[src/core/pcs_pkg.sv]
package pcs_pkg;

  // ****************************************
  // Register map
  // ****************************************
  localparam logic [7:0] PCS_OFS_PIN_CTRL  = 8'h64;
  localparam logic [7:0] PCS_OFS_ADDR_STAT = 8'h65;
  localparam logic [7:0] PCS_OFS_CLK_CTRL  = 8'h66;

  // ****************************************
  // Field positions
  // ****************************************
  localparam int PCS_SDA_FUNC_LSB = 6;
  localparam int PCS_SDA_OUT_BIT  = 5;
  localparam int PCS_SDA_IN_BIT   = 4;
  localparam int PCS_SCL_FUNC_LSB = 2;
  localparam int PCS_SCL_OUT_BIT  = 1;
  localparam int PCS_SCL_IN_BIT   = 0;
  localparam int PCS_STRAP_BIT    = 6;
  localparam int PCS_DIV_SRC_LSB  = 6;
  localparam int PCS_PLL_SRC_LSB  = 4;
  localparam int PCS_PLL_N_LSB    = 0;

  // ****************************************
  // Reset values and codes
  // ****************************************
  localparam logic [1:0] PCS_FUNC_RST    = 2'h0;
  localparam logic       PCS_OUT_RST     = 1'h0;
  localparam logic [1:0] PCS_SRC_RST     = 2'h0;
  localparam logic [3:0] PCS_PLL_N_RST   = 4'h2;
  localparam logic [1:0] PCS_SRC_RSVD    = 2'h3;
  localparam logic [6:0] PCS_ADDR_A_LOW  = 7'h18;
  localparam logic [6:0] PCS_ADDR_A_HIGH = 7'h1A;
  localparam logic [6:0] PCS_ADDR_B_LOW  = 7'h19;
  localparam logic [6:0] PCS_ADDR_B_HIGH = 7'h1B;
  localparam logic [4:0] PCS_PLL_N_WRAP  = 5'h10;

  typedef enum logic [1:0] {
    PCS_PIN_BUS,
    PCS_PIN_GPI,
    PCS_PIN_GPO,
    PCS_PIN_RSVD
  } pcs_pin_mode_t;

  typedef enum logic [1:0] {
    PCS_SRC_MASTER_CLK,
    PCS_SRC_SECOND_AUX_PIN,
    PCS_SRC_BIT_CLK,
    PCS_SRC_RESERVED
  } pcs_clk_src_t;

  // Register access from the control-bus engine
  typedef struct packed {
    logic       wr;
    logic       rd;
    logic [7:0] addr;
    logic [7:0] wdata;
  } pcs_req_t;

  typedef struct packed {
    logic       valid;
    logic [7:0] data;
  } pcs_rsp_t;

endpackage : pcs_pkg

[src/core/pcs_regs.sv]
`timescale 1ns/100ps
module pcs_regs
  import pcs_pkg::*;
#(
  parameter bit CODEC_B = 1'b0
)
(
  input  wire logic         sys_clk,
  input  wire logic         arst_n,
  input  wire pcs_req_t     reg_req,
  output pcs_rsp_t          reg_rsp,
  input  wire logic         bus_sda_pull,
  input  wire logic         bus_scl_pull,
  input  wire logic         sda_i,
  output logic              sda_o,
  output logic              sda_oe,
  input  wire logic         scl_i,
  output logic              scl_o,
  output logic              scl_oe,
  input  wire logic         addr_strap,
  output logic [6:0]        bus_addr,
  output pcs_clk_src_t      divider_input_clock,
  output pcs_clk_src_t      pll_input_clock,
  output logic [4:0]        pll_n_value
);

  // ****************************************
  // Helpers
  // ****************************************
  function automatic pcs_pin_mode_t pin_mode(input logic [1:0] code);
    pin_mode = pcs_pin_mode_t'(code);
  endfunction : pin_mode

  function automatic logic pin_pull(input logic [1:0] code, input logic lvl,
                                    input logic bus_pull);
    case (pin_mode(code))
      PCS_PIN_BUS: pin_pull = bus_pull;
      PCS_PIN_GPO: pin_pull = ~lvl;
      default:     pin_pull = 1'b0;
    endcase
  endfunction : pin_pull

  // ****************************************
  // Storage
  // ****************************************
  logic [1:0]   sda_func_ff;
  logic         sda_out_ff;
  logic         sda_in_ff;
  logic [1:0]   scl_func_ff;
  logic         scl_out_ff;
  logic         scl_in_ff;
  logic         strap_ff;
  logic         strap_done_ff;
  pcs_clk_src_t div_src_ff;
  pcs_clk_src_t pll_src_ff;
  logic [3:0]   pll_n_ff;
  logic         sda_oe_ff;
  logic         scl_oe_ff;
  pcs_rsp_t     rsp_ff;
  logic [7:0]   nxt_rdata;

  wire wr_pin = reg_req.wr && reg_req.addr == PCS_OFS_PIN_CTRL;
  wire wr_clk = reg_req.wr && reg_req.addr == PCS_OFS_CLK_CTRL;

  // ****************************************
  // Pin function control
  // ****************************************
  always_ff @(posedge sys_clk or negedge arst_n)
  begin
    if (!arst_n)
    begin
      sda_func_ff <= PCS_FUNC_RST;
      sda_out_ff  <= PCS_OUT_RST;
      scl_func_ff <= PCS_FUNC_RST;
      scl_out_ff  <= PCS_OUT_RST;
    end
    else if (wr_pin)
    begin
      sda_func_ff <= reg_req.wdata[PCS_SDA_FUNC_LSB +: 2];
      sda_out_ff  <= reg_req.wdata[PCS_SDA_OUT_BIT];
      scl_func_ff <= reg_req.wdata[PCS_SCL_FUNC_LSB +: 2];
      scl_out_ff  <= reg_req.wdata[PCS_SCL_OUT_BIT];
    end
  end

  // ****************************************
  // Open-drain drive
  // ****************************************
  always_ff @(posedge sys_clk or negedge arst_n)
  begin
    if (!arst_n)
    begin
      sda_oe_ff <= 1'b0;
      scl_oe_ff <= 1'b0;
    end
    else
    begin
      sda_oe_ff <= pin_pull(sda_func_ff, sda_out_ff, bus_sda_pull);
      scl_oe_ff <= pin_pull(scl_func_ff, scl_out_ff, bus_scl_pull);
    end
  end

  assign sda_o  = 1'b0;
  assign scl_o  = 1'b0;
  assign sda_oe = sda_oe_ff;
  assign scl_oe = scl_oe_ff;

  // ****************************************
  // Input sampling
  // ****************************************
  always_ff @(posedge sys_clk or negedge arst_n)
  begin
    if (!arst_n)
    begin
      sda_in_ff <= 1'b0;
      scl_in_ff <= 1'b0;
    end
    else
    begin
      if (pin_mode(sda_func_ff) == PCS_PIN_GPI)
        sda_in_ff <= sda_i;
      if (pin_mode(scl_func_ff) == PCS_PIN_GPI)
        scl_in_ff <= scl_i;
    end
  end

  // ****************************************
  // Address strap capture
  // ****************************************
  always_ff @(posedge sys_clk or negedge arst_n)
  begin
    if (!arst_n)
    begin
      strap_ff      <= 1'b0;
      strap_done_ff <= 1'b0;
    end
    else if (!strap_done_ff)
    begin
      strap_ff      <= addr_strap;
      strap_done_ff <= 1'b1;
    end
  end

  always_comb
  begin
    if (CODEC_B)
      bus_addr = strap_ff ? PCS_ADDR_B_HIGH : PCS_ADDR_B_LOW;
    else
      bus_addr = strap_ff ? PCS_ADDR_A_HIGH : PCS_ADDR_A_LOW;
  end

  // ****************************************
  // Clock generation control
  // ****************************************
  always_ff @(posedge sys_clk or negedge arst_n)
  begin
    if (!arst_n)
    begin
      div_src_ff <= pcs_clk_src_t'(PCS_SRC_RST);
      pll_src_ff <= pcs_clk_src_t'(PCS_SRC_RST);
      pll_n_ff   <= PCS_PLL_N_RST;
    end
    else if (wr_clk)
    begin
      // Reserved source code is refused; previous source kept
      if (reg_req.wdata[PCS_DIV_SRC_LSB +: 2] != PCS_SRC_RSVD)
        div_src_ff <= pcs_clk_src_t'(reg_req.wdata[PCS_DIV_SRC_LSB +: 2]);
      if (reg_req.wdata[PCS_PLL_SRC_LSB +: 2] != PCS_SRC_RSVD)
        pll_src_ff <= pcs_clk_src_t'(reg_req.wdata[PCS_PLL_SRC_LSB +: 2]);
      pll_n_ff <= reg_req.wdata[PCS_PLL_N_LSB +: 4];
    end
  end

  assign divider_input_clock = div_src_ff;
  assign pll_input_clock     = pll_src_ff;
  assign pll_n_value = (pll_n_ff < 4'h2) ? (PCS_PLL_N_WRAP + {1'b0, pll_n_ff})
                                         : {1'b0, pll_n_ff};

  // ****************************************
  // Read path
  // ****************************************
  always_comb
  begin
    nxt_rdata = 8'h00;
    case (reg_req.addr)
      PCS_OFS_PIN_CTRL:
      begin
        nxt_rdata[PCS_SDA_FUNC_LSB +: 2] = sda_func_ff;
        nxt_rdata[PCS_SDA_OUT_BIT]       = sda_out_ff;
        nxt_rdata[PCS_SDA_IN_BIT]        = sda_in_ff;
        nxt_rdata[PCS_SCL_FUNC_LSB +: 2] = scl_func_ff;
        nxt_rdata[PCS_SCL_OUT_BIT]       = scl_out_ff;
        nxt_rdata[PCS_SCL_IN_BIT]        = scl_in_ff;
      end
      PCS_OFS_ADDR_STAT: nxt_rdata[PCS_STRAP_BIT] = strap_ff;
      PCS_OFS_CLK_CTRL:
      begin
        nxt_rdata[PCS_DIV_SRC_LSB +: 2] = div_src_ff;
        nxt_rdata[PCS_PLL_SRC_LSB +: 2] = pll_src_ff;
        nxt_rdata[PCS_PLL_N_LSB +: 4]   = pll_n_ff;
      end
      default: nxt_rdata = 8'h00;
    endcase
  end

  always_ff @(posedge sys_clk or negedge arst_n)
  begin
    if (!arst_n)
      rsp_ff <= '0;
    else
    begin
      rsp_ff.valid <= reg_req.rd;
      rsp_ff.data  <= reg_req.rd ? nxt_rdata : 8'h00;
    end
  end

  assign reg_rsp = rsp_ff;

  // ****************************************
  // Checks
  // ****************************************
  a_sda_gpo_drive: assert property (@(posedge sys_clk) disable iff (!arst_n)
    (pin_mode(sda_func_ff) == PCS_PIN_GPO && !wr_pin) |=> (sda_oe == !$past(sda_out_ff)))
    else $error("data pin output drive wrong");

  a_scl_gpo_drive: assert property (@(posedge sys_clk) disable iff (!arst_n)
    (pin_mode(scl_func_ff) == PCS_PIN_GPO && !wr_pin) |=> (scl_oe == !$past(scl_out_ff)))
    else $error("clock pin output drive wrong");

  a_pins_low_only: assert property (@(posedge sys_clk) disable iff (!arst_n)
    (sda_o == 1'b0) && (scl_o == 1'b0))
    else $error("control-bus pin driven high");

  a_sda_gpi_sample: assert property (@(posedge sys_clk) disable iff (!arst_n)
    (pin_mode(sda_func_ff) == PCS_PIN_GPI) ##1 reg_req.rd && reg_req.addr == PCS_OFS_PIN_CTRL
    |=> reg_rsp.data[PCS_SDA_IN_BIT] == $past(sda_i, 2))
    else $error("data pin input value stale");

  a_scl_gpi_sample: assert property (@(posedge sys_clk) disable iff (!arst_n)
    (pin_mode(scl_func_ff) == PCS_PIN_GPI) ##1 reg_req.rd && reg_req.addr == PCS_OFS_PIN_CTRL
    |=> reg_rsp.data[PCS_SCL_IN_BIT] == $past(scl_i, 2))
    else $error("clock pin input value stale");

  a_gpi_no_drive: assert property (@(posedge sys_clk) disable iff (!arst_n)
    (pin_mode(sda_func_ff) == PCS_PIN_GPI) [*2] |-> !sda_oe)
    else $error("data pin driven in input mode");

  a_bus_addr_map: assert property (@(posedge sys_clk) disable iff (!arst_n)
    strap_done_ff |-> bus_addr[0] == CODEC_B && bus_addr[1] == strap_ff
                      && bus_addr[6:2] == 5'h06)
    else $error("bus address does not follow strap");

  a_stat_reserved: assert property (@(posedge sys_clk) disable iff (!arst_n)
    reg_req.rd && reg_req.addr == PCS_OFS_ADDR_STAT
    |=> reg_rsp.valid && reg_rsp.data[7] == 1'b0 && reg_rsp.data[5:0] == 6'h00)
    else $error("reserved status bits not zero");

  a_pll_n_range: assert property (@(posedge sys_clk) disable iff (!arst_n)
    wr_clk |=> pll_n_value == ($past(reg_req.wdata[3:0]) == 4'h0 ? 5'h10 :
               $past(reg_req.wdata[3:0]) == 4'h1 ? 5'h11 : $past({1'b0, reg_req.wdata[3:0]})))
    else $error("pll divider value wrong");

  a_src_write: assert property (@(posedge sys_clk) disable iff (!arst_n)
    wr_clk && reg_req.wdata[7:6] != 2'h3 |=> divider_input_clock == $past(reg_req.wdata[7:6]))
    else $error("divider source not updated");

endmodule : pcs_regs

[config.mk]
export PLATFORM = sky130hd
export DESIGN_NAME = pcs_regs
export DESIGN_NICKNAME = d
export VERILOG_FILES = /design/src/core/pcs_pkg.sv /design/src/core/pcs_regs.sv
export SDC_FILE = /design/constraint.sdc
export NUM_CORES = 1
export LEC_CHECK = 0
export ABC_AREA = 1
export BUFFER_PORTS_ARGS = -buffer_cell sky130_fd_sc_hd__buf_2
export CAP_MARGIN = 15
export CORE_MARGIN = 3
export CORE_UTILIZATION = 25
export CTS_CLUSTER_DIAMETER = 40
export DETAILED_ROUTE_END_ITERATION = 10
export PLACE_DENSITY_LB_ADDON = 0.12
export SLEW_MARGIN = 20
export SYNTH_ARGS = -nofsm -noshare
export SYNTH_HDL_FRONTEND = slang
export SYNTH_SLANG_ARGS = --single-unit
[constraint.sdc]
create_clock -name sys_clk -period 2 [get_ports sys_clk]
set_input_delay 0.3 -clock sys_clk [delete_from_list [all_inputs] [get_ports sys_clk]]
set_output_delay 0.3 -clock sys_clk [all_outputs]
set_load 0.1 [all_outputs]
==> results.txt, run 1 <==
* Initial standard-cell utilization of the core: 26.0%
- The clock arrives with 3.48 ps of skew.
- The total count of hold-check failures in the final report is 0.
* Final net count: 223
* Resize count post-CTS: 0
- YS warnings: 0
* CP bufs+invs: 1
- Xor/xnor share of the synthesized area: 0%
* Actual slew at the worst max-slew pin: 620 ps
- Total of endpoints with negative setup slack in the final report: 0
- Final setup TNS: 0 ps
- The final critical path takes up 79.7% of the cycle.
- Critical-path maximum fanout: 4
- Clock Tree Buf Depth: 2
- Worst vdd ir: 0.000220 V
* CTS tree: built
- The most critical setup path has its startpoint at pll_n_ff[2]$_DFFE_PN0P_.
- Across the run, the number of max-cap violations was 0.
- The worst setup path is captured at an output pin.
* Post-CTS setup-driven buffer insertion count: 0
- Largest area contributor in the synthesized netlist: sky130_fd_sc_hd__dfrtp_1
- Maximum number of pins on one net before global-route repair: 30
- Dividing total power by cell area gives a power density of 829 nW/um^2.
- CTS Hold Bufs: 0
- A synthesized cell averages 9.04 um^2.
- Fraction of the yosys area taken by sequential cells: 54.0%
- Clock-pin slew on the worst setup and hold paths: 60 ps
- Detailed Place HPWL: 2.48 mm
* Max stage delay cell, worst path: sky130_fd_sc_hd__dfrtp_2
* Cell type group with the largest total delay on the critical path: flip-flops
- The number of antenna violations at the first check in global routing is 0.
* Placement Setup Slack: 569 ps
- Critical Path Source Type: flip-flop
- The number of global-route vias before repair was 1,122.
* Endpoint required time on the critical path: 1700 ps
- Post-synthesis compound-gate area fraction: 8.55%
* Multiplexer share of the synthesized area: 0.836%
- Number of instances in the synthesized netlist: 149
- Ranked by total cell area, the synthesized netlist is headed by sky130_fd_sc_hd__dfrtp_1 52%, sky130_fd_sc_hd__nand2_1 11%, sky130_fd_sc_hd__nand3_1 6.3%, sky130_fd_sc_hd__buf_4 5.6%, sky130_fd_sc_hd__o21ai_0 5.2%.
- Total gr overflow: 0
* Power, Total: 1410 uW
- The clock tree synthesis step divided the H-tree into 2 levels.
- Distinct cell type count of the synthesized netlist: 18
* Layout cell share with drive strength beyond 1: 33.2%
* Core area: 5170 um^2
* Overall die area: 6300 um^2
- Count of pins over their slew limit: 0
* Startpoint of the lowest-slack register-to-register path: strap_ff$_DFFE_PN0N_
- Clock period minus worst slack: 1590 ps
* Post-synthesis instance area: 1350 um^2
* Die H: 79.4 um
- Based on the critical path, the design can be clocked at up to 628 MHz.
- The synthesized design contains 0 enable-type register cells.
- Final wirelength: 3.10 mm
* WP data arrival: 1290 ps
- Placement row count: 26
- For this run, asynchronously set or reset flops after synthesis account for 100%.
- Using the TritonRoute via totals, the vias-per-cell ratio works out to 3.99.
- The tree is rooted in a sky130_fd_sc_hd__clkbuf_8.
- The first global-routing pass estimated 5.35 mm of wire.
* Class of the tightest hold or removal check: in -> async
* Total clock sinks: 29
- The most used flip-flop cell after synthesis is sky130_fd_sc_hd__dfrtp_1.
* DRC violation total after the first TritonRoute iteration: 56
- The run finished with clean final reports.
- For this run, the total global-route usage over all layers was measured as 11.1%.
* Commonest cells in the netlist: 41 x sky130_fd_sc_hd__nand2_1, 28 x sky130_fd_sc_hd__dfrtp_1, 17 x sky130_fd_sc_hd__nand3_1
- The pre-antenna-repair detailed-routing pass consisted of 4 iterations.
- Routed vias: 1,072
* Most frequent cell after synthesis: sky130_fd_sc_hd__nand2_1
- The sequential cells in the finished layout cover a total of 728 um^2.
- Unrepaired setup endpoints after global routing: false
- CP max stage delay: 440 ps
- Layout filler cell count: 558
- Combinational family with the most area after synthesis: simple AND/OR/NAND/NOR gates
- Dividing the detail-routed wire length by the instance count gives 11.5 um.
- In the routed design, unresolved DRC markers number 0.
* Share of synthesized cell area in full adder, half adder and majority cells: 0%
* Hold slack: 35.9 ps
- Leakage power figure: 0.000967 uW
- The synthesized design devotes to its leading area cell type 52.0% of total area.
- After Yosys synthesis, and, or, nand and nor cells account for 26.6% of the synthesized area.
- After synthesis the netlist holds a flip-flop and latch count of 29.
* Area Growth Syn to Fin: 26.5%
* Minimum setup slack in the final design: 407 ps
* I/O pin total: 54
- Slew headroom: 58.6%
- Final estimated routing congestion in global placement: 0.790
* Total inserted antenna cells: 0
- In this run the tool buffered the top-level ports with 45 buffer cells.
* Number of buffers inserted during clock tree synthesis: 5
- Summing all multi-input logic gate instances after layout gives 529 um^2.
* DIE WIDTH: 79.4 um
- Worst-Skew Late Latency: 270 ps
- The signal on the critical path passes through nor3_4, buf_2.
- Remaining antenna violation count: 0
- The setup path with the least slack is of type reg -> out.
## power by group
| part | internal (uW) | total [uW] | switching (uW) |
|---|---|---|---|
| clock network | 246 | 444 | 197 |
| registers | 630 | 661 | 30.2 |
| logic | 51.4 | 307 | 256 |
| total | 928 | 1410 | 484 |
## kinds of logic (layout without fill, tap and decap cells)
family	count (synthesis)	count (layout)
DFF	29	29
AOI/OAI and AO/OA	23	23
and+or+nand+nor	70	70
other	2	9
buffers and inverters	24	67
muxes	1	1
## layout by cell type, fill, tap and decap left out
master and instances:
sky130_fd_sc_hd__clkbuf_1 3, sky130_fd_sc_hd__o21ai_0 14, sky130_fd_sc_hd__nor3_4 1, sky130_fd_sc_hd__buf_2 45, sky130_fd_sc_hd__nand2_1 41, sky130_fd_sc_hd__nor2_2 1, sky130_fd_sc_hd__nand2_2 3, sky130_fd_sc_hd__nand2_4 2
sky130_fd_sc_hd__inv_1 12, sky130_fd_sc_hd__nand3_1 17, sky130_fd_sc_hd__clkbuf_8 5, sky130_fd_sc_hd__mux2_2 1, sky130_fd_sc_hd__dfrtp_2 1, sky130_fd_sc_hd__inv_2 2, sky130_fd_sc_hd__nor2_8 2, sky130_fd_sc_hd__conb_1 9
sky130_fd_sc_hd__dfstp_2 1, sky130_fd_sc_hd__a21oi_1 9, sky130_fd_sc_hd__nor2_1 1, sky130_fd_sc_hd__nor2_4 2, sky130_fd_sc_hd__dfrtp_1 27
## worst register-to-register path, cell delays in order, from the launching register on
cell                      delay (ps)
sky130_fd_sc_hd__dfrtp_1         380
sky130_fd_sc_hd__nand2_1          70
sky130_fd_sc_hd__inv_1            40
sky130_fd_sc_hd__nand3_1          70
sky130_fd_sc_hd__nand3_1          80
sky130_fd_sc_hd__nand2_1          60
sky130_fd_sc_hd__inv_1            30
## per-stage QoR
step	cells	utilization (%)	instance area, um^2
after floorplan	156	-	1390
after global placement	261	31.4	1620
after detailed placement	261	31.4	1620
after CTS	269	32.9	1700
after global routing	269	32.9	1700
final	269	32.9	1700
## worst paths after layout
check	end	slack, ps	depth (start not counted)
setup reg to reg	reg_rsp[6]$_DFF_PN0_	1160	6
min in group sys_clk	reg_rsp[8]$_DFF_PN0_	170	1
max in group asynchronous	pll_n_ff[2]$_DFFE_PN0P_	1510	1
setup / recovery	pll_n_value[4]	410	2
hold / removal	sda_oe$_DFF_PN0_	40	1
hold reg to reg	sda_oe$_DFF_PN0_	490	1
## area by class of cell
cell class	instances	share of cell area, %
clock buffer	8	4.70
inverter	14	3.09
multi-input combinational	103	31.1
sequential	29	42.8
tap	70	5.14
timing repair buffer	45	13.2
## registers in the layout, summed over array words and instances (netlist names), 2 cells and up
| name | flops |
|---|---|
| sda_func_ff | 2 |
| reg_rsp | 9 |
| divider_input_clock | 2 |
| pll_input_clock | 2 |
| pll_n_ff | 4 |
| scl_func_ff | 2 |
## routing by layer
metal | up-vias | global-route usage [%] | share of wire (%)
li1 | 555 | - | -
met1 | 479 | 12.9 | 43
met2 | 32 | 18.3 | 49
met3 | 6 | 4.51 | 6.6
met4 | 0 | 4.12 | 1.6
met5 | - | 0 | 0
No activity file was read; power rests on OpenSTA's default activity.
==> run 2: changes to the inputs <==
--- a/config.mk
+++ b/config.mk
@@ -5,7 +5,7 @@
 export SDC_FILE = /design/constraint.sdc
 export NUM_CORES = 1
 export LEC_CHECK = 0
-export ABC_AREA = 1
+export ABC_AREA = 0
 export BUFFER_PORTS_ARGS = -buffer_cell sky130_fd_sc_hd__buf_2
 export CAP_MARGIN = 15
 export CORE_MARGIN = 3
==> constraint.sdc (replaced) <==
create_clock -name sys_clk -period 1.4 [get_ports sys_clk]
set_input_delay 0.21 -clock sys_clk [delete_from_list [all_inputs] [get_ports sys_clk]]
set_output_delay 0.21 -clock sys_clk [all_outputs]
set_load 0.1 [all_outputs]
==> run 2 against run 1 <==
  * Wire length increased by 2.7%
  * Utilization is 3.4 points higher
  * Sequential share of layout area fell by 3.7 points
  * Synthesized cell count down 31%
  * Final cell count decreased by 12%
  * Worst setup slack got worse by 380 ps
  * Hold slack better by 19 ps
  * Clock skew barely moved
  * Largest power group unchanged
  * Highest routed layer unchanged
  * Largest cell class unchanged
  * Power up 56%
  * Sequential cell count unchanged
==> results.txt, run 2 <==
- Period utilisation layout: 98.4%
- The critical path is of the reg -> out type.
- The number of synthesized register bits is 29 (unchanged).
- The register-to-register setup slack is 380 ps (-780 ps).
- The required arrival time at the worst endpoint is 1190 ps (-510 ps).
* Core area: 5170 um^2 (unchanged)
- The post-detailed-route wirelength per cell came to 13.5 um (+17%).
* Detailed Place HPWL: 2.39 mm (-4.0%)
- CTS tree: built
- Total clock sinks: 29 (unchanged)
* Initial antenna violation count: 0 (unchanged)
* Largest area contributor in the synthesized netlist: sky130_fd_sc_hd__dfrtp_1
- The area of the die was 6310 um^2 (+0.16%).
- The via density per instance was 4.10 (+2.8%).
- The largest net degree at the start of global routing was 30 (unchanged).
- The latest clock arrival within the worst-skew pair is 280 ps (about the same).
- Clock period minus worst slack: 1380 ps
* Power density of the placed cells: 1170 nW/um^2 (+41%)
* Leakage power figure: 0.000959 uW (-0.81%)
* Clock-pin slew on the worst setup and hold paths: 60 ps (about the same)
* YS warnings: 0 (unchanged)
- Number of synthesized flops with an enable pin: 0 (unchanged)
- Die H: 79.5 um (about the same)
* Final estimated routing congestion in global placement: 0.711 (-9.9%)
- The max capacitance violation total came to 0 (unchanged).
- The count of buffers from port buffering is 45 (unchanged).
* Critical Path Source Type: flip-flop
* Total of endpoints with negative setup slack in the final report: 0 (unchanged)
- Post-synthesis instance area: 1350 um^2 (+0.19%)
- Wire length of the first global-routing pass: 5.24 mm (-2.1%)
- The TritonCTS buffer count came to 5 (unchanged).
- Top area cells in the synthesized netlist: sky130_fd_sc_hd__dfrtp_1 52%, sky130_fd_sc_hd__mux2_2 7.5%, sky130_fd_sc_hd__mux2i_1 7.4%, sky130_fd_sc_hd__buf_4 5.0%, sky130_fd_sc_hd__mux2_4 4.5%
* Achievable Freq: 726 MHz
* Count of final hold-check violations: 0 (unchanged)
- Master cell of the clock root buffer: sky130_fd_sc_hd__clkbuf_8
- Vias in the first global route: 1,029 (-8.3%)
- The most common cell in the synthesized netlist is sky130_fd_sc_hd__dfrtp_1.
- The via total after detailed routing is 967 (-9.8%).
- Number of remaining DRC errors: 0 (unchanged)
* Area Growth Syn to Fin: 39.3%
- Leading cell type in the layout, fill and taps excluded: sky130_fd_sc_hd__buf_2
- The clock tree buffer depth is 2 (unchanged).
- The number of diodes added for antenna fixing was 0 (unchanged).
- The fraction of layout instances using a drive strength above 1 is 54.8% (+22 points).
- The top cell type's share of synthesized area came to 51.9% (-0.097 points).
* Placed cell area: 1770 um^2 (+8.8%)
* H-Tree Level Count: 2 (unchanged)
- DIE WIDTH: 79.5 um (about the same)
* Most frequent cells in the layout: 41 x sky130_fd_sc_hd__buf_2, 25 x sky130_fd_sc_hd__dfrtp_1, 13 x sky130_fd_sc_hd__buf_4
- The fraction of registers with async set or reset after synthesis came to 100% (unchanged).
- Class of the tightest hold or removal check: in -> reg
- The run finished with clean final reports.
- The number of rows created at floorplan came to 26 (unchanged).
* Max FFs per register: 9 (unchanged)
* Worst vdd ir: 0.000334 V (+52%)
* Critical-path maximum fanout: 4 (unchanged)
- Among all flip-flop cells after synthesis, the most frequent one is sky130_fd_sc_hd__dfrtp_1.
- Worst setup EP type: output pin
- The number of DRC markers in iteration 0 was 42 (-25%).
- The filler-free cell count of the finished design was 236 (-12%).
* Count of pins over their slew limit: 0 (unchanged)
* WP data arrival: 1170 ps (-120 ps)
- Average instance area after synthesis: 13.1 um^2 (+45%)
* Commonest cells in the netlist: 28 x sky130_fd_sc_hd__dfrtp_1, 11 x sky130_fd_sc_hd__nor2_1, 10 x sky130_fd_sc_hd__mux2i_1
- Remaining antenna violation count: 0 (unchanged)
* Unrepaired setup endpoints after global routing: true
- The buffers inserted during post-CTS setup optimization is 0 (unchanged).
- The number of fillers in the final layout was 522 (-6.5%).
- Global-route total usage across every layer: 11.3% (+0.24 points)
- The number of instances in the placed design is 227 (-13%).
- Initial standard-cell utilization of the core: 26.1% (+0.048 points)
- The detailed-routing iteration count for the pre-antenna-repair pass was 4 (unchanged).
- The number of nets in the finished design is 190 (-15%).
* Final wirelength: 3.19 mm (+2.7%)
- Fraction of the yosys area taken by sequential cells: 53.9% (-0.10 points)
- Setup Skew: 3.50 ps (+0.0199 ps)
* I/O pin total: 54 (unchanged)
* Distinct cell type count of the synthesized netlist: 28 (+10)
* Number of instances in the synthesized netlist: 103 (-31%)
- Total gr overflow: 0 (unchanged)
* Total non-filler cell area in the finished layout: 1880 um^2 (+10%)
-- run 2: cells by family (layout without fill, tap and decap cells) --
logic type,count (synthesis),after routing,synth area share [%]
flops,29,29,53.9
simple gates,28,28,15.5
mux,23,23,19.4
buf+inv,16,72,7.51
compound gates,5,5,3.15
other cells,2,9,0.557
-- run 2: stage by stage --
step	hold WS [ps]	power (uW)	utilization (%)	setup WS [ps]	TNS (ps)
3_5_place_dp	247	1450	34.1	-239	-1850
6_report	55.4	2200	36.3	22.7	0
4_1_cts	48.3	2230	36.3	9.55	0
5_1_grt	43.1	2310	36.3	-37.5	-37.5
3_3_place_gp	244	1450	34.1	-228	-1720
2_1_floorplan	-85.6	1320	-	-259	-792
-- run 2: where the power goes --
group / leakage (uW) / internal (uW) / switching (uW)
clock: 0.0000542 / 444 / 326
combinational: 0.000526 / 148 / 353
sequential: 0.000379 / 892 / 38.7
total: 0.000959 / 1480 / 718
-- run 2: metal layers --
metal  global-route usage, %  vias up  routed length (um)
met5                       0        -                   0
met2                    17.4       27                1600
met4                    5.15        0                  62
met3                    4.51        5                 170
met1                    14.0      472                1350
li1                        -      463                   -
-- run 2: critical path, cell delays in order (launching register included) --
cell                      delay (ps)
sky130_fd_sc_hd__dfrtp_4         520
sky130_fd_sc_hd__nor3_4          160
sky130_fd_sc_hd__buf_12          200
-- run 2: area by class of cell --
cell class	instances	area [um^2]	area share, %
Tap cell	70	87.6	4.66
Inverter	5	18.8	0.999
Clock buffer	7	96.3	5.13
Sequential cell	29	733	39.0
Multi-Input combinational cell	65	558	29.7
Timing Repair Buffer	59	380	20.2
Clock inverter	1	5.00	0.266
-- run 2: repair_timing --
action,CTS,global route
hold buffers,1,0
gates resized for setup,0,1
pin swaps,1,0
setup endpoints to repair,1,2
endpoints found under the hold margin,28,0
-- run 2: worst paths after layout --
check,start,to,depth (start not counted)
worst max-delay path,pll_n_ff[2]$_DFFE_PN0P_,pll_n_value[4],2
worst min-delay path,reg_req[16],reg_rsp[8]$_DFF_PN0_,1
worst max register to register,scl_func_ff[1]$_DFFE_PN0P_,scl_in_ff$_DFFE_PN0N_,2
worst min register to register,scl_func_ff[0]$_DFFE_PN0P_,scl_oe$_DFF_PN0_,1
max in group asynchronous,arst_n,pll_n_ff[1]$_DFFE_PN1P_,3
min in group asynchronous,arst_n,reg_rsp[5]$_DFF_PN0_,3
==> run 3: changes to the inputs <==
--- a/config.mk
+++ b/config.mk
@@ -6,10 +6,11 @@
 export NUM_CORES = 1
 export LEC_CHECK = 0
 export ABC_AREA = 0
-export BUFFER_PORTS_ARGS = -buffer_cell sky130_fd_sc_hd__buf_2
+export BUFFER_PORTS_ARGS = -buffer_cell sky130_fd_sc_hd__buf_4
 export CAP_MARGIN = 15
 export CORE_MARGIN = 3
 export CORE_UTILIZATION = 25
+export CTS_BUF_LIST = sky130_fd_sc_hd__clkbuf_8
 export CTS_CLUSTER_DIAMETER = 40
 export DETAILED_ROUTE_END_ITERATION = 10
 export PLACE_DENSITY_LB_ADDON = 0.12
==> run 3 against run 2 <==
  * Register-to-register slack got worse by 30 ps
  * Wire length grew 4.1%
  * Sequential power barely moved
  * Largest cell class unchanged
  * Clock skew hardly changed
  * Die area did not move
  * Critical path type is now in -> reg
  * Sequential cell count stayed put
  * Power rose by 6.6%
  * Utilization is 1.4 points higher
  * Cell area is 3.9% higher
  * Global-route usage is 0.098 points higher
  * Sequential share of layout area down 1.5 points
==> results.txt, run 3 (synthesized netlist as in run 2, its figures left out) <==
- The flow ran to the end, and the final reports show no timing, DRC or antenna violations.
- Global-route total usage across every layer: 11.4% (+0.098 points)
- Wire length of the first global-routing pass: 5.34 mm (+1.8%)
* First-pass DRT Iterations: 2 (-2)
- Among cell families on the critical path, the largest total delay comes from simple AND/OR/NAND/NOR gates.
- The count of buffers from port buffering is 45 (unchanged).
- Post-CTS setup-driven buffer insertion count: 0 (unchanged)
* Actual slew at the worst max-slew pin: 535 ps
- Count of final hold-check violations: 0 (unchanged)
- The area of the die was 6310 um^2 (unchanged).
- Die H: 79.5 um (unchanged)
* Leading cell type in the layout, fill and taps excluded: sky130_fd_sc_hd__buf_4
* Critical Path Source Type: input port
- The required arrival time at the worst endpoint was 1560 ps (+370 ps).
- The arrival time reported for the critical path endpoint came to 1520 ps (+350 ps).
- Placement Setup Slack: -252 ps (-13.1 ps)
* Clock Tree Buf Depth: 2 (unchanged)
- The post-detailed-route wirelength per cell was 14.2 um (+5.5%).
* Most frequent cells in the layout: 53 x sky130_fd_sc_hd__buf_4, 25 x sky130_fd_sc_hd__dfrtp_1, 11 x sky130_fd_sc_hd__nor2_1
- Worst vdd ir: 0.000390 V (+17%)
- The initial core utilization is 26.1% (unchanged).
- Final net count: 187 (-1.6%)
* Setup Skew: 3.91 ps (+0.406 ps)
- Slew headroom: 63.9%
- Vias in the first global route: 1,061 (+3.1%)
- The via total after detailed routing came to 971 (+0.41%).
- Worst setup path category: in -> reg
* Hold slack: 66.2 ps (+10.8 ps)
* Achievable Freq: 738 MHz (+1.6%)
- Vias per Instance: 4.17 (+1.7%)
* Layout cell share with drive strength beyond 1: 53.4% (-1.4 points)
- The placer congestion estimate was 0.727 (+2.1%).
* CTS tree: built
* DIE WIDTH: 79.5 um (unchanged)
- Number of remaining DRC errors: 0 (unchanged)
* Total clock sinks: 29 (unchanged)
- Maximum number of pins on one net before global-route repair: 30 (unchanged)
- The post-detailed-placement half-perimeter wirelength came to 2.49 mm (+4.4%).
* Worst-Skew Late Latency: 280 ps (about the same)
- Master cell of the clock root buffer: sky130_fd_sc_hd__clkbuf_8
* Total of endpoints with negative setup slack in the final report: 0 (unchanged)
- Clock-pin slew on the worst setup and hold paths: 60 ps (about the same)
* Number of buffers inserted during clock tree synthesis: 5 (unchanged)
- I/O pin total: 54 (unchanged)
- Power density of the placed cells: 1200 nW/um^2 (+2.5%)
* Clock period minus worst slack: 1360 ps (-22.1 ps)
* CP bufs+invs: 1 (unchanged)
- Period utilisation layout: 96.8% (-1.6 points)
* Initial antenna violation count: 0 (unchanged)
- The delay contributed by the slowest stage of the critical path came to 620 ps (+100 ps).
* Worst setup EP type: flip-flop
- Max stage delay cell, worst path: sky130_fd_sc_hd__or4_4
- The total power after layout is 2350 uW (+6.6%).
- The flip-flop count of the largest register, all copies and words added came to 9 (unchanged).
- The remaining global-route overflow is 0 (unchanged).
- The number of fillers in the final layout came to 527 (+0.96%).
* DRC violation total after the first TritonRoute iteration: 29 (-31%)
- Count of pins over their slew limit: 0 (unchanged)
- Area Growth Syn to Fin: 44.8%
- Total inserted antenna cells: 0 (unchanged)
- The utilization after layout is 37.8% (+1.4 points).
- The leakage power figure is 0.000972 uW (+1.3%).
* Class of the tightest hold or removal check: in -> reg
- Number of max-cap violations: 0 (unchanged)
- The remaining antenna violation count is 0 (unchanged).
- The largest fanout on the critical path is 6 (+2).
- Placement row count: 26 (unchanged)
- The final wirelength was 3.32 mm (+4.1%).
- Ordered cell list for the critical path: buf_4, nand4bb_4, or4_4, mux2_4
- Final setup TNS: 0 ps (unchanged)
- The smallest setup slack after layout was 44.9 ps (+22.1 ps).
- H-Tree Level Count: 2 (unchanged)
- The core region area came to 5170 um^2 (unchanged).
- Unrepaired setup endpoints after global routing: true
-- run 3: report_power, final --
group	switching [uW]	leakage (uW)	internal (uW)	total [uW]
Sequential	38.9	0.000379	892	931
Clock	325	0.0000626	572	897
Combinational	354	0.000530	165	519
-- run 3: worst reg2reg max path, cell delays in order (launching register included) --
cell and delay, ps:
sky130_fd_sc_hd__dfrtp_1 420, sky130_fd_sc_hd__nor2b_1 160, sky130_fd_sc_hd__mux2_2 350
-- run 3: what timing repair did --
item | CTS | global route
gates resized for setup | 4 | 0
pin swaps | 1 | 0
cloned | 0 | 0
endpoints found under the hold margin | 28 | 0
hold buffers | 1 | 0
setup endpoints to repair | 2 | 1
-- run 3: path summary, 6_finish.rpt --
| kind | start | endpoint | slack, ps | cells after the start |
|---|---|---|---|---|
| max | reg_req[15] | pll_n_ff[3]$_DFFE_PN0P_ | 40 | 4 |
| min in group asynchronous | arst_n | reg_rsp[6]$_DFF_PN0_ | 390 | 2 |
| max in group asynchronous | arst_n | pll_n_ff[1]$_DFFE_PN1P_ | 700 | 2 |
| min | reg_req[16] | reg_rsp[8]$_DFF_PN0_ | 70 | 1 |
| min reg2reg | scl_func_ff[0]$_DFFE_PN0P_ | scl_oe$_DFF_PN0_ | 490 | 1 |
| max reg2reg | sda_func_ff[0]$_DFFE_PN0P_ | sda_in_ff$_DFFE_PN0N_ | 350 | 2 |
-- run 3: metal layers --
metal,GRT usage [%],share of wire (%),routed length [um],vias up
li1,-,-,-,460
met3,3.27,5.3,175,8
met2,18.1,50,1670,26
met5,0,0,0,-
met1,14.0,42,1390,477
met4,6.19,2.3,76,0
-- run 3: stage by stage --
stage | instance area [um^2] | std cells
after global placement | 1810 | 224
after global routing | 1950 | 233
final | 1950 | 233
after detailed placement | 1810 | 224
after CTS | 1950 | 233
after floorplan | 1390 | 110
-- run 3: cell type report --
| type | count | area, um^2 | share of cell area (%) |
|---|---|---|---|
| Clock buffer | 6 | 82.6 | 4.23 |
| Sequential cell | 29 | 733 | 37.5 |
| Inverter | 5 | 18.8 | 0.961 |
| Timing Repair Buffer | 56 | 439 | 22.5 |
| Multi-Input combinational cell | 65 | 558 | 28.6 |
| Tap cell | 70 | 87.6 | 4.48 |
| Clock inverter | 2 | 33.8 | 1.73 |
